--- src/logic/dmb_pkg.sv ---
// Overview of operation
// RULE1 - Remap bits 31:16 replace decoded address bits
// RULE2 - Memory window decodes only when bit0 set
// RULE3 - I/O window decodes only when bit1 set
// RULE4 - Software should set lock-input enable bit2
// RULE5 - Bit4 picks release-bus or withhold-IRDY on full
// RULE6 - Software keeps almost-full bits 7:5 cleared
// RULE7 - Memory base holds 31:16; low half reads zero
// RULE8 - I/O-config base holds 31:16; low half zero
// RULE9 - Config address fields: type, reg, fn, dev, bus
// RULE10 - Bit31 turns I/O-window accesses into config cycles
// RULE11 - Detect inbound request during outbound access deadlock
// RULE12 - Assert back-off on deadlock when processor supports it
// RULE13 - Otherwise force false ready to end cycle
// RULE14 - Forced termination raises fatal deadlock interrupt
// RULE15 - Count clocks; at time-out assert bus-request-out
// RULE16 - Software programs time-out and enable first
// RULE17 - Retry PCI master accesses until init done
// RULE18 - Local code sets init-status bit last
// RULE19 - Range bits 31:16 select decoded address bits
// RULE20 - Hit replaces decoded bits with remap bits
// RULE21 - Hit when masked address equals masked base
package dmb_pkg;

    // ------------------------------------------------------------
    // Register offsets
    // ------------------------------------------------------------
    localparam logic [7:0] DMB_OFF_DLCTL  = 8'h94;
    localparam logic [7:0] DMB_OFF_RANGE  = 8'h9c;
    localparam logic [7:0] DMB_OFF_MBASE  = 8'ha0;
    localparam logic [7:0] DMB_OFF_IOBASE = 8'ha4;
    localparam logic [7:0] DMB_OFF_REMAP  = 8'ha8;
    localparam logic [7:0] DMB_OFF_CFGADR = 8'hac;
    localparam logic [7:0] DMB_OFF_INIT   = 8'hec;
    localparam logic [7:0] DMB_OFF_STAT   = 8'hf0;

    // ------------------------------------------------------------
    // Field positions and masks
    // ------------------------------------------------------------
    localparam int          DMB_REMAP_MEM_EN   = 0;
    localparam int          DMB_REMAP_IO_EN    = 1;
    localparam int          DMB_REMAP_LOCK_EN  = 2;
    localparam int          DMB_REMAP_PREFETCH = 3;
    localparam int          DMB_REMAP_RDMODE   = 4;
    localparam int          DMB_REMAP_PAF_LO   = 5;
    localparam int          DMB_REMAP_PAF_HI   = 7;
    localparam logic [31:0] DMB_REMAP_WMASK    = 32'hffff_00ff;
    localparam logic [31:0] DMB_HI_MASK        = 32'hffff_0000;
    localparam int          DMB_DL_TMO_HI      = 3;
    localparam int          DMB_DL_BREQ_EN     = 4;
    localparam logic [31:0] DMB_DL_WMASK       = 32'h0000_001f;
    localparam int          DMB_CFG_EN         = 31;
    localparam int          DMB_INIT_DONE      = 31;
    localparam logic [31:0] DMB_INIT_WMASK     = 32'h8000_0000;
    localparam int          DMB_STAT_DLERR     = 0;
    localparam int          DMB_STAT_DLPEND    = 1;
    localparam int          DMB_STAT_BREQ      = 2;
    localparam int          DMB_STAT_INBOUND   = 3;

    // ------------------------------------------------------------
    // Reset values
    // ------------------------------------------------------------
    localparam logic [31:0] DMB_RST_ZERO = 32'h0000_0000;
    localparam logic [3:0]  DMB_CNT_ZERO = 4'h0;

    // ------------------------------------------------------------
    // Types
    // ------------------------------------------------------------
    typedef enum logic [1:0]
    {
        DMB_SP_MEM = 2'h0,
        DMB_SP_IO  = 2'h1,
        DMB_SP_CFG = 2'h2
    } dmb_space_e;

    typedef enum logic [2:0]
    {
        DMB_DL_IDLE   = 3'b001,
        DMB_DL_COUNT  = 3'b010,
        DMB_DL_ASSERT = 3'b100
    } dmb_dl_state_e;

    typedef struct packed
    {
        logic        valid;
        dmb_space_e  space;
        logic [31:0] addr;
    } dmb_pci_req_s;

    typedef struct packed
    {
        logic        req;
        logic        io;
        logic [31:0] addr;
    } dmb_lcl_req_s;

endpackage

--- src/logic/dmb_sync.sv ---
`timescale 1ns/1ps
`default_nettype none
module dmb_sync #(
    parameter int W = 1
) (
    input  wire logic         clk,
    input  wire logic         sys_rst,
    input  wire logic [W-1:0] async_in,
    output logic      [W-1:0] sync_out
);
    logic [W-1:0] meta_q;

    // ------------------------------------------------------------
    // Two-stage synchroniser; first stage feeds only the second
    // ------------------------------------------------------------
    always_ff @(posedge clk)
    begin
        if (sys_rst)
        begin
            meta_q   <= '0;
            sync_out <= '0;
        end
        else
        begin
            meta_q   <= async_in;
            sync_out <= meta_q;
        end
    end
endmodule
`default_nettype wire

--- src/logic/dmb_bridge.sv ---
`timescale 1ns/1ps
`default_nettype none
module dmb_bridge (
    input  wire logic                  clk,
    input  wire logic                  sys_rst,
    input  wire logic                  psel,
    input  wire logic                  penable,
    input  wire logic                  pwrite,
    input  wire logic [7:0]            paddr,
    input  wire logic [31:0]           pwdata,
    output logic      [31:0]           prdata,
    output logic                       pready,
    output logic                       pslverr,
    input  wire dmb_pkg::dmb_lcl_req_s lcl_req,
    output dmb_pkg::dmb_pci_req_s      pci_req,
    input  wire logic                  pci_clk,
    input  wire logic                  pci_inbound_req,
    input  wire logic                  pci_tgt_access,
    input  wire logic                  cpu_has_backoff,
    input  wire logic [3:0]            wfifo_count,
    output logic                       pci_tgt_retry,
    output logic                       bus_request_out,
    output logic                       backoff,
    output logic                       false_ready,
    output logic                       deadlock_error_interrupt,
    output logic                       pci_lock_en,
    output logic                       rd_full_keep_bus,
    output logic                       write_fifo_almost_full_flag_n
);
    import dmb_pkg::*;

    // ------------------------------------------------------------
    // Registers
    // ------------------------------------------------------------
    logic [31:0]   dlctl_q;
    logic [31:0]   range_q;
    logic [31:0]   mbase_q;
    logic [31:0]   iobase_q;
    logic [31:0]   remap_q;
    logic [31:0]   cfgadr_q;
    logic [31:0]   init_q;
    logic          dlerr_q;
    logic [31:0]   prdata_q;
    logic          pready_q;
    logic          pslverr_q;
    logic [31:0]   rdata_d;
    logic          mapped_d;
    logic          wr_en;
    logic          rd_en;

    // ------------------------------------------------------------
    // Synchronised pins (PCI clock sampled like any pin)
    // ------------------------------------------------------------
    logic [3:0]    sync_s;
    logic          pclk_s;
    logic          pclk_prev_q;
    logic          inbound_q;
    logic          tgt_s;
    logic          backoff_cap_s;

    dmb_sync #(
        .W(4)
    ) u_sync (
        .clk      (clk),
        .sys_rst  (sys_rst),
        .async_in ({pci_clk, pci_inbound_req, pci_tgt_access, cpu_has_backoff}),
        .sync_out (sync_s)
    );

    assign pclk_s        = sync_s[3];
    assign tgt_s         = sync_s[1];
    assign backoff_cap_s = sync_s[0];

    // ------------------------------------------------------------
    // Window decode and address remap
    // ------------------------------------------------------------
    logic          mem_hit;
    logic          io_hit;
    logic [31:0]   pci_addr_d;
    logic [31:0]   cfg_addr_d;

    // Only the upper half takes part; range low bits are always zero
    assign mem_hit = remap_q[DMB_REMAP_MEM_EN] && !lcl_req.io     // RULE2
        && ((lcl_req.addr & range_q) == (mbase_q & range_q));     // RULE21 RULE19
    assign io_hit  = remap_q[DMB_REMAP_IO_EN] && lcl_req.io       // RULE3
        && ((lcl_req.addr & range_q) == (iobase_q & range_q));    // RULE21 RULE8
    assign pci_addr_d = (lcl_req.addr & ~range_q)
        | (remap_q & range_q & DMB_HI_MASK);                      // RULE20 RULE1
    // Config cycles carry the programmed fields, enable bit stripped
    assign cfg_addr_d = {1'b0, cfgadr_q[30:0]};                   // RULE9

    always_ff @(posedge clk)
    begin
        if (sys_rst)
        begin
            pci_req <= '{valid: 1'b0, space: DMB_SP_MEM, addr: DMB_RST_ZERO};
        end
        else
        begin
            pci_req.valid <= lcl_req.req && (mem_hit || io_hit);
            if (io_hit && cfgadr_q[DMB_CFG_EN])
            begin
                pci_req.space <= DMB_SP_CFG;                      // RULE10
                pci_req.addr  <= cfg_addr_d;
            end
            else if (io_hit)
            begin
                pci_req.space <= DMB_SP_IO;                       // RULE10
                pci_req.addr  <= pci_addr_d;
            end
            else
            begin
                pci_req.space <= DMB_SP_MEM;
                pci_req.addr  <= pci_addr_d;
            end
        end
    end

    // ------------------------------------------------------------
    // Mode outputs
    // ------------------------------------------------------------
    always_ff @(posedge clk)
    begin
        if (sys_rst)
        begin
            pci_lock_en                   <= 1'b0;
            rd_full_keep_bus              <= 1'b0;
            write_fifo_almost_full_flag_n <= 1'b1;
        end
        else
        begin
            pci_lock_en      <= remap_q[DMB_REMAP_LOCK_EN];       // RULE4
            rd_full_keep_bus <= remap_q[DMB_REMAP_RDMODE];        // RULE5
            // Unused on this platform; kept for completeness
            write_fifo_almost_full_flag_n <=
                !(wfifo_count > {1'b0, remap_q[DMB_REMAP_PAF_HI:DMB_REMAP_PAF_LO]});
        end
    end

    // ------------------------------------------------------------
    // Inbound request sampled on PCI clock rising edges
    // ------------------------------------------------------------
    always_ff @(posedge clk)
    begin
        if (sys_rst)
        begin
            pclk_prev_q <= 1'b0;
            inbound_q   <= 1'b0;
        end
        else
        begin
            pclk_prev_q <= pclk_s;
            if (pclk_s && !pclk_prev_q)
            begin
                inbound_q <= sync_s[2];
            end
        end
    end

    // ------------------------------------------------------------
    // Init-done gate on PCI master accesses
    // ------------------------------------------------------------
    always_ff @(posedge clk)
    begin
        if (sys_rst)
        begin
            pci_tgt_retry <= 1'b0;
        end
        else
        begin
            pci_tgt_retry <= tgt_s && !init_q[DMB_INIT_DONE];     // RULE17
        end
    end

    // ------------------------------------------------------------
    // Deadlock detection and resolution
    // ------------------------------------------------------------
    dmb_dl_state_e dl_q;
    logic [3:0]    dl_cnt_q;
    logic          dl_pend;
    logic          tmo_hit;
    logic          forced_end;

    // Outbound access stalled while an inbound master wants us
    assign dl_pend = inbound_q && lcl_req.req && (mem_hit || io_hit);   // RULE11
    assign tmo_hit = (dl_cnt_q == dlctl_q[DMB_DL_TMO_HI:0])
        && dlctl_q[DMB_DL_BREQ_EN];                                     // RULE15 RULE16
    // Without back-off the cycle is ended by a false ready
    assign forced_end = (dl_q == DMB_DL_ASSERT) && !backoff_cap_s;

    always_ff @(posedge clk)
    begin
        if (sys_rst)
        begin
            dl_q     <= DMB_DL_IDLE;
            dl_cnt_q <= DMB_CNT_ZERO;
        end
        else
        begin
            unique case (dl_q)
                DMB_DL_IDLE:
                begin
                    dl_cnt_q <= DMB_CNT_ZERO;
                    if (dl_pend)
                    begin
                        dl_q <= DMB_DL_COUNT;
                    end
                end
                DMB_DL_COUNT:
                begin
                    if (!dl_pend)
                    begin
                        dl_q <= DMB_DL_IDLE;
                    end
                    else if (tmo_hit)
                    begin
                        dl_q <= DMB_DL_ASSERT;                    // RULE15
                    end
                    else
                    begin
                        dl_cnt_q <= dl_cnt_q + 4'h1;              // RULE15
                    end
                end
                DMB_DL_ASSERT:
                begin
                    if (!dl_pend)
                    begin
                        dl_q <= DMB_DL_IDLE;
                    end
                end
            endcase
        end
    end

    always_ff @(posedge clk)
    begin
        if (sys_rst)
        begin
            bus_request_out <= 1'b0;
            backoff         <= 1'b0;
            false_ready     <= 1'b0;
        end
        else
        begin
            bus_request_out <= (dl_q == DMB_DL_ASSERT) && dl_pend;              // RULE15
            backoff         <= (dl_q == DMB_DL_ASSERT) && dl_pend
                && backoff_cap_s;                                               // RULE12
            // One-cycle pulses on every other cycle while the stall lasts, to end the stalled cycle
            false_ready     <= forced_end && dl_pend && !false_ready;           // RULE13
        end
    end

    // Sticky fatal flag; a new event beats a same-cycle clear
    always_ff @(posedge clk)
    begin
        if (sys_rst)
        begin
            dlerr_q                  <= 1'b0;
            deadlock_error_interrupt <= 1'b0;
        end
        else
        begin
            if (false_ready)
            begin
                dlerr_q <= 1'b1;                                  // RULE14
            end
            else if (wr_en && paddr == DMB_OFF_STAT && pwdata[DMB_STAT_DLERR])
            begin
                dlerr_q <= 1'b0;
            end
            deadlock_error_interrupt <= dlerr_q;                  // RULE14
        end
    end

    // ------------------------------------------------------------
    // APB slave: one wait state, error on unmapped offsets
    // ------------------------------------------------------------
    assign wr_en = psel && penable && pwrite && pready_q;
    assign rd_en = psel && penable && !pwrite && !pready_q;

    always_ff @(posedge clk)
    begin
        if (sys_rst)
        begin
            dlctl_q  <= DMB_RST_ZERO;
            range_q  <= DMB_RST_ZERO;
            mbase_q  <= DMB_RST_ZERO;
            iobase_q <= DMB_RST_ZERO;
            remap_q  <= DMB_RST_ZERO;
            cfgadr_q <= DMB_RST_ZERO;
            init_q   <= DMB_RST_ZERO;
        end
        else if (wr_en)
        begin
            unique case (paddr)
                DMB_OFF_DLCTL:  dlctl_q  <= pwdata & DMB_DL_WMASK;
                DMB_OFF_RANGE:  range_q  <= pwdata & DMB_HI_MASK;     // RULE19
                DMB_OFF_MBASE:  mbase_q  <= pwdata & DMB_HI_MASK;     // RULE7
                DMB_OFF_IOBASE: iobase_q <= pwdata & DMB_HI_MASK;     // RULE8
                DMB_OFF_REMAP:  remap_q  <= pwdata & DMB_REMAP_WMASK; // RULE1
                DMB_OFF_CFGADR: cfgadr_q <= pwdata;                   // RULE9
                DMB_OFF_INIT:   init_q   <= pwdata & DMB_INIT_WMASK;
                default:        init_q   <= init_q;
            endcase
        end
    end

    always_comb
    begin
        rdata_d  = DMB_RST_ZERO;
        mapped_d = 1'b1;
        unique case (paddr)
            DMB_OFF_DLCTL:  rdata_d = dlctl_q;
            DMB_OFF_RANGE:  rdata_d = range_q;
            DMB_OFF_MBASE:  rdata_d = mbase_q;
            DMB_OFF_IOBASE: rdata_d = iobase_q;
            DMB_OFF_REMAP:  rdata_d = remap_q;
            DMB_OFF_CFGADR: rdata_d = cfgadr_q;
            DMB_OFF_INIT:   rdata_d = init_q;
            DMB_OFF_STAT:
            begin
                rdata_d[DMB_STAT_DLERR]   = dlerr_q;
                rdata_d[DMB_STAT_DLPEND]  = dl_pend;
                rdata_d[DMB_STAT_BREQ]    = bus_request_out;
                rdata_d[DMB_STAT_INBOUND] = inbound_q;
            end
            default:        mapped_d = 1'b0;
        endcase
    end

    always_ff @(posedge clk)
    begin
        if (sys_rst)
        begin
            pready_q  <= 1'b0;
            pslverr_q <= 1'b0;
            prdata_q  <= DMB_RST_ZERO;
        end
        else
        begin
            pready_q  <= psel && penable && !pready_q;
            pslverr_q <= psel && penable && !pready_q && !mapped_d;
            if (rd_en)
            begin
                prdata_q <= rdata_d;
            end
        end
    end

    assign prdata  = prdata_q;
    assign pready  = pready_q;
    assign pslverr = pslverr_q;
endmodule
`default_nettype wire

--- config.mk ---
export PLATFORM = sky130hd
export DESIGN_NAME = dmb_bridge
export DESIGN_NICKNAME = d
export VERILOG_FILES = /design/src/logic/dmb_pkg.sv /design/src/logic/dmb_sync.sv /design/src/logic/dmb_bridge.sv
export SDC_FILE = /design/constraint.sdc
export NUM_CORES = 1
export LEC_CHECK = 0
export ABC_AREA = 1
export BUFFER_PORTS_ARGS = -buffer_cell sky130_fd_sc_hd__buf_4
export CORE_MARGIN = 4
export CORE_UTILIZATION = 45
export CTS_CLUSTER_SIZE = 30
export DETAILED_ROUTE_END_ITERATION = 6
export PLACE_DENSITY = 0.77
export SLEW_MARGIN = 10
export SYNTH_ARGS = -nofsm -noshare
export SYNTH_HDL_FRONTEND = slang
export SYNTH_SLANG_ARGS = --single-unit
--- constraint.sdc ---
create_clock -name clk -period 2.52 [get_ports clk]
set_input_delay 0.252 -clock clk [delete_from_list [all_inputs] [get_ports clk]]
set_output_delay 0.252 -clock clk [all_outputs]
set_load 0.01 [all_outputs]
==> results.py <==
metrics = {
    "outcome": {
        "status": "finished clean",
    },
    "place": {
        "gp_congestion": 0.934,
        "port_buffers": 163,
        "post_dp_cell_area_um2": 10300,
        "dp_hpwl_um": 18800,
    },
    "clocking": {
        "clock-sinks": 205,
        "clk_pin_slew_ps": 60,
        "postCtsSetupRepairBufs": 0,
        "post_cts_resized": 0,
        "cts_buffers": 22,
        "cts_buffer_depth": 3,
        "clk_latency_ps": 500,
        "cts_tree": "built",
        "htree_levels": 1,
        "clockRootBuffer": "clkbuf_16",
    },
    "die": {
        "die_area_um2": 21900,
        "die_h_um": 148,
        "fp.coreArea_um2": 19000,
        "floorplan.rows": 50,
        "initial_core_util": 0.464,
        "io_pins": 164,
        "die-width_um": 148,
    },
    "sta": {
        "fin_crit_ps": 2140,
        "slew_headroom": 0.472,
        "finalSetupViolations": 0,
        "slew_viol_final": 0,
        "fin_skew_ps": 8.86,
        "max_slew.worst_pin.slew_ps": 791,
        "fin_tns_setup_ps": 0,
        "finalCritPeriodShare": 0.850,
        "rsz0062_at_grt": "false",
        "hold_viol": 0,
        "fmax_ghz": 0.467,
    },
    "finish": {
        "diodes": 0,
        "nets": 1425,
        "final_layout_size_suffix_gt1_frac": 0.205,
        "syn2layout_area_growth_pct": 28.2,
        "final_area_um2": 11300,
    },
    "synth": {
        "ys_warn_count": 0,
        "synth_cells": 1165,
        "synth_nets": 1256,
        "yosysUniqueCellTypes": 39,
        "ys_ff_latch": 205,
        "netlist_area_um2": 8800,
        "synth_area_per_cell_um2": 7.56,
        "seq_area_frac_synth": 0.466,
    },
    "drt": {
        "drtIter0Drc": 715,
        "num_vias": 8790,
        "drcViolationCount": 0,
        "firstDrtPassIters": 5,
        "via_per_inst": 5.46,
        "postRouteAntennaNets": 0,
        "wl_per_cell_um": 17.3,
        "wl_um": 27900,
    },
    "worst_setup_path": {
        "cp_top_family": "simple AND/OR/NAND/NOR gates",
        "max_stage_delay_ps": 560,
        "crit_buf_inv": 1,
        "end_kind": "flop",
        "crit_slowest_cell": "or2_4",
        "critPathMaxFanout": 31,
        "required_ps": 2940,
        "path_cells": "inv_1 > nand3_1 > nand4_1 > nor2_1 > nand4_4 > or2_4 > o21ai_0",
        "critPathKind": "flop to flop",
        "start_kind": "flop",
        "crit_arrival_ps": 2560,
    },
    "global_routing": {
        "grt_pass1_wl_um": 43600,
        "grtUsageTotal": 0.245,
        "grt_max_degree": 126,
        "gr-total-overflow": 0,
        "antenna_found_initial": 0,
        "grt_pass1_vias": 8448,
    },
    "run": {
        "drv_cap": 0,
    },
    "pwr": {
        "ir_drop_mv": 0.484,
        "p_clk_frac": 0.463,
        "seq_power_share": 0.454,
        "p_comb_frac": 0.083,
        "powerDensity_nw_per_um2": 650,
        "p_switching_mw": 1.69,
        "switching_share": 0.231,
        "p_leak_nw": 4.56,
        "internal_power_mw": 5.65,
    },
    "hold_path": {
        "holdCritPathClass": "input pin to flop",
    },
}
-- synth_stat cells, drive strengths merged --
master / n / area [um2]
nor3: 13 / 70.1
nand3b: 1 / 7.51
nand3: 102 / 521
a21oi: 151 / 756
a32oi: 1 / 8.76
clkbuf: 46 / 173
ha: 4 / 50.1
or2: 3 / 21.3
xnor2: 2 / 17.5
a31oi: 1 / 6.26
a211oi: 2 / 15.0
o2111ai: 3 / 26.3
inv: 160 / 601
nor4: 2 / 12.5
clkinv: 2 / 7.51
buf: 10 / 71.3
o22ai: 46 / 382
o221ai: 8 / 70.1
nand4: 8 / 65.1
a22oi: 1 / 7.51
o31ai: 8 / 60.1
dfxtp: 205 / 4100
nor2: 82 / 335
o21ai: 160 / 857
xor2: 1 / 8.76
nand2: 143 / 549
-- cell type report --
type | count | area, um2
Fill cell | 1698 | 7670
Inverter | 162 | 608
Sequential cell | 205 | 4100
Multi-Input combinational cell | 742 | 3850
Tap cell | 260 | 325
Timing Repair Buffer | 201 | 1620
Clock buffer | 34 | 687
Clock inverter | 6 | 83.8
-- path summary, 6_finish.rpt --
kind / from / to / slack (ps) / cells past startpoint
setup / recovery: iobase_q[24]$_SDFFE_PP0P_ / pci_req[0]$_SDFF_PP0_ / 380 / 7
hold / removal: lcl_req[3] / pci_req[3]$_SDFF_PP0_ / 8 / 3
setup reg to reg: iobase_q[24]$_SDFFE_PP0P_ / pci_req[0]$_SDFF_PP0_ / 380 / 7
hold reg to reg: u_sync.meta_q[3]$_SDFF_PP0_ / u_sync.sync_out[3]$_SDFF_PP0_ / 400 / 2
-- placed cells by master, fill, tap and decap left out, types with 11 or more instances in the layout --
cell and instances:
dfxtp_1 205, buf_4 176, inv_1 151, a21oi_1 151, o21ai_0 144, nand2_1 138, nand3_1 100, nor2_1 75
o22ai_1 31, clkbuf_16 23, dlygate4sd3_1 20, o22ai_2 15, o21ai_2 15, nor3_1 11
-- per-stage QoR --
stage	utilization	setup WS [ps]	instances	power [mW]	hold WS, ps
floorplan	-	1010	1165	3.71	359
global placement	0.544	448	1550	3.96	392
detailed placement	0.544	394	1550	3.98	395
CTS	0.595	394	1610	7.35	0.686
global route	0.595	149	1610	7.56	1.84
finish	0.595	379	1610	7.34	8.33
-- power by group through the flow --
stage / clock [mW] / sequential [mW] / combinational, mW
2_1_floorplan: 0 / 3.41 / 0.294
3_3_place_gp: 0 / 3.40 / 0.561
3_5_place_dp: 0 / 3.40 / 0.576
4_1_cts: 3.41 / 3.33 / 0.606
5_1_grt: 3.55 / 3.34 / 0.671
6_report: 3.40 / 3.33 / 0.610
-- worst register-to-register path, stage by stage (launching register included) --
cell,delay (ps)
dfxtp_1,360
inv_1,90
nand3_1,150
nand4_1,110
nor2_1,250
nand4_4,320
or2_4,560
o21ai_0,230
-- timing repair --
item,CTS,global route
hold buffers,20,0
hold endpoints to repair,20,0
endpoints found under the setup margin,0,0
-- sequential cells by signal (all words and copies together), names as in the netlist, 3 cells and up --
register and count:
pci_req 35, cfgadr_q 32, prdata 32, remap_q 24, iobase_q 16, mbase_q 16
range_q 16, dlctl_q 5, dl_cnt_q 4, u_sync.meta_q 4, u_sync.sync_out 4, dl_q 3
-- cells by family after synthesis --
| group | synth area share |
|---|---|
| simple gates | 0.180 |
| xor+xnor | 0.00299 |
| flops | 0.466 |
| compound gates | 0.249 |
| fa+ha+maj | 0.00569 |
| buf+inv | 0.0968 |
-- layer usage --
layer	wire, um	track usage	vias to the layer above
met1	11100	0.307	4060
met5	0	0	-
met2	13300	0.416	389
met3	2500	0.0558	75
li1	-	-	4266
met4	955	0.0859	0
(Power assumes the default switching activity.)
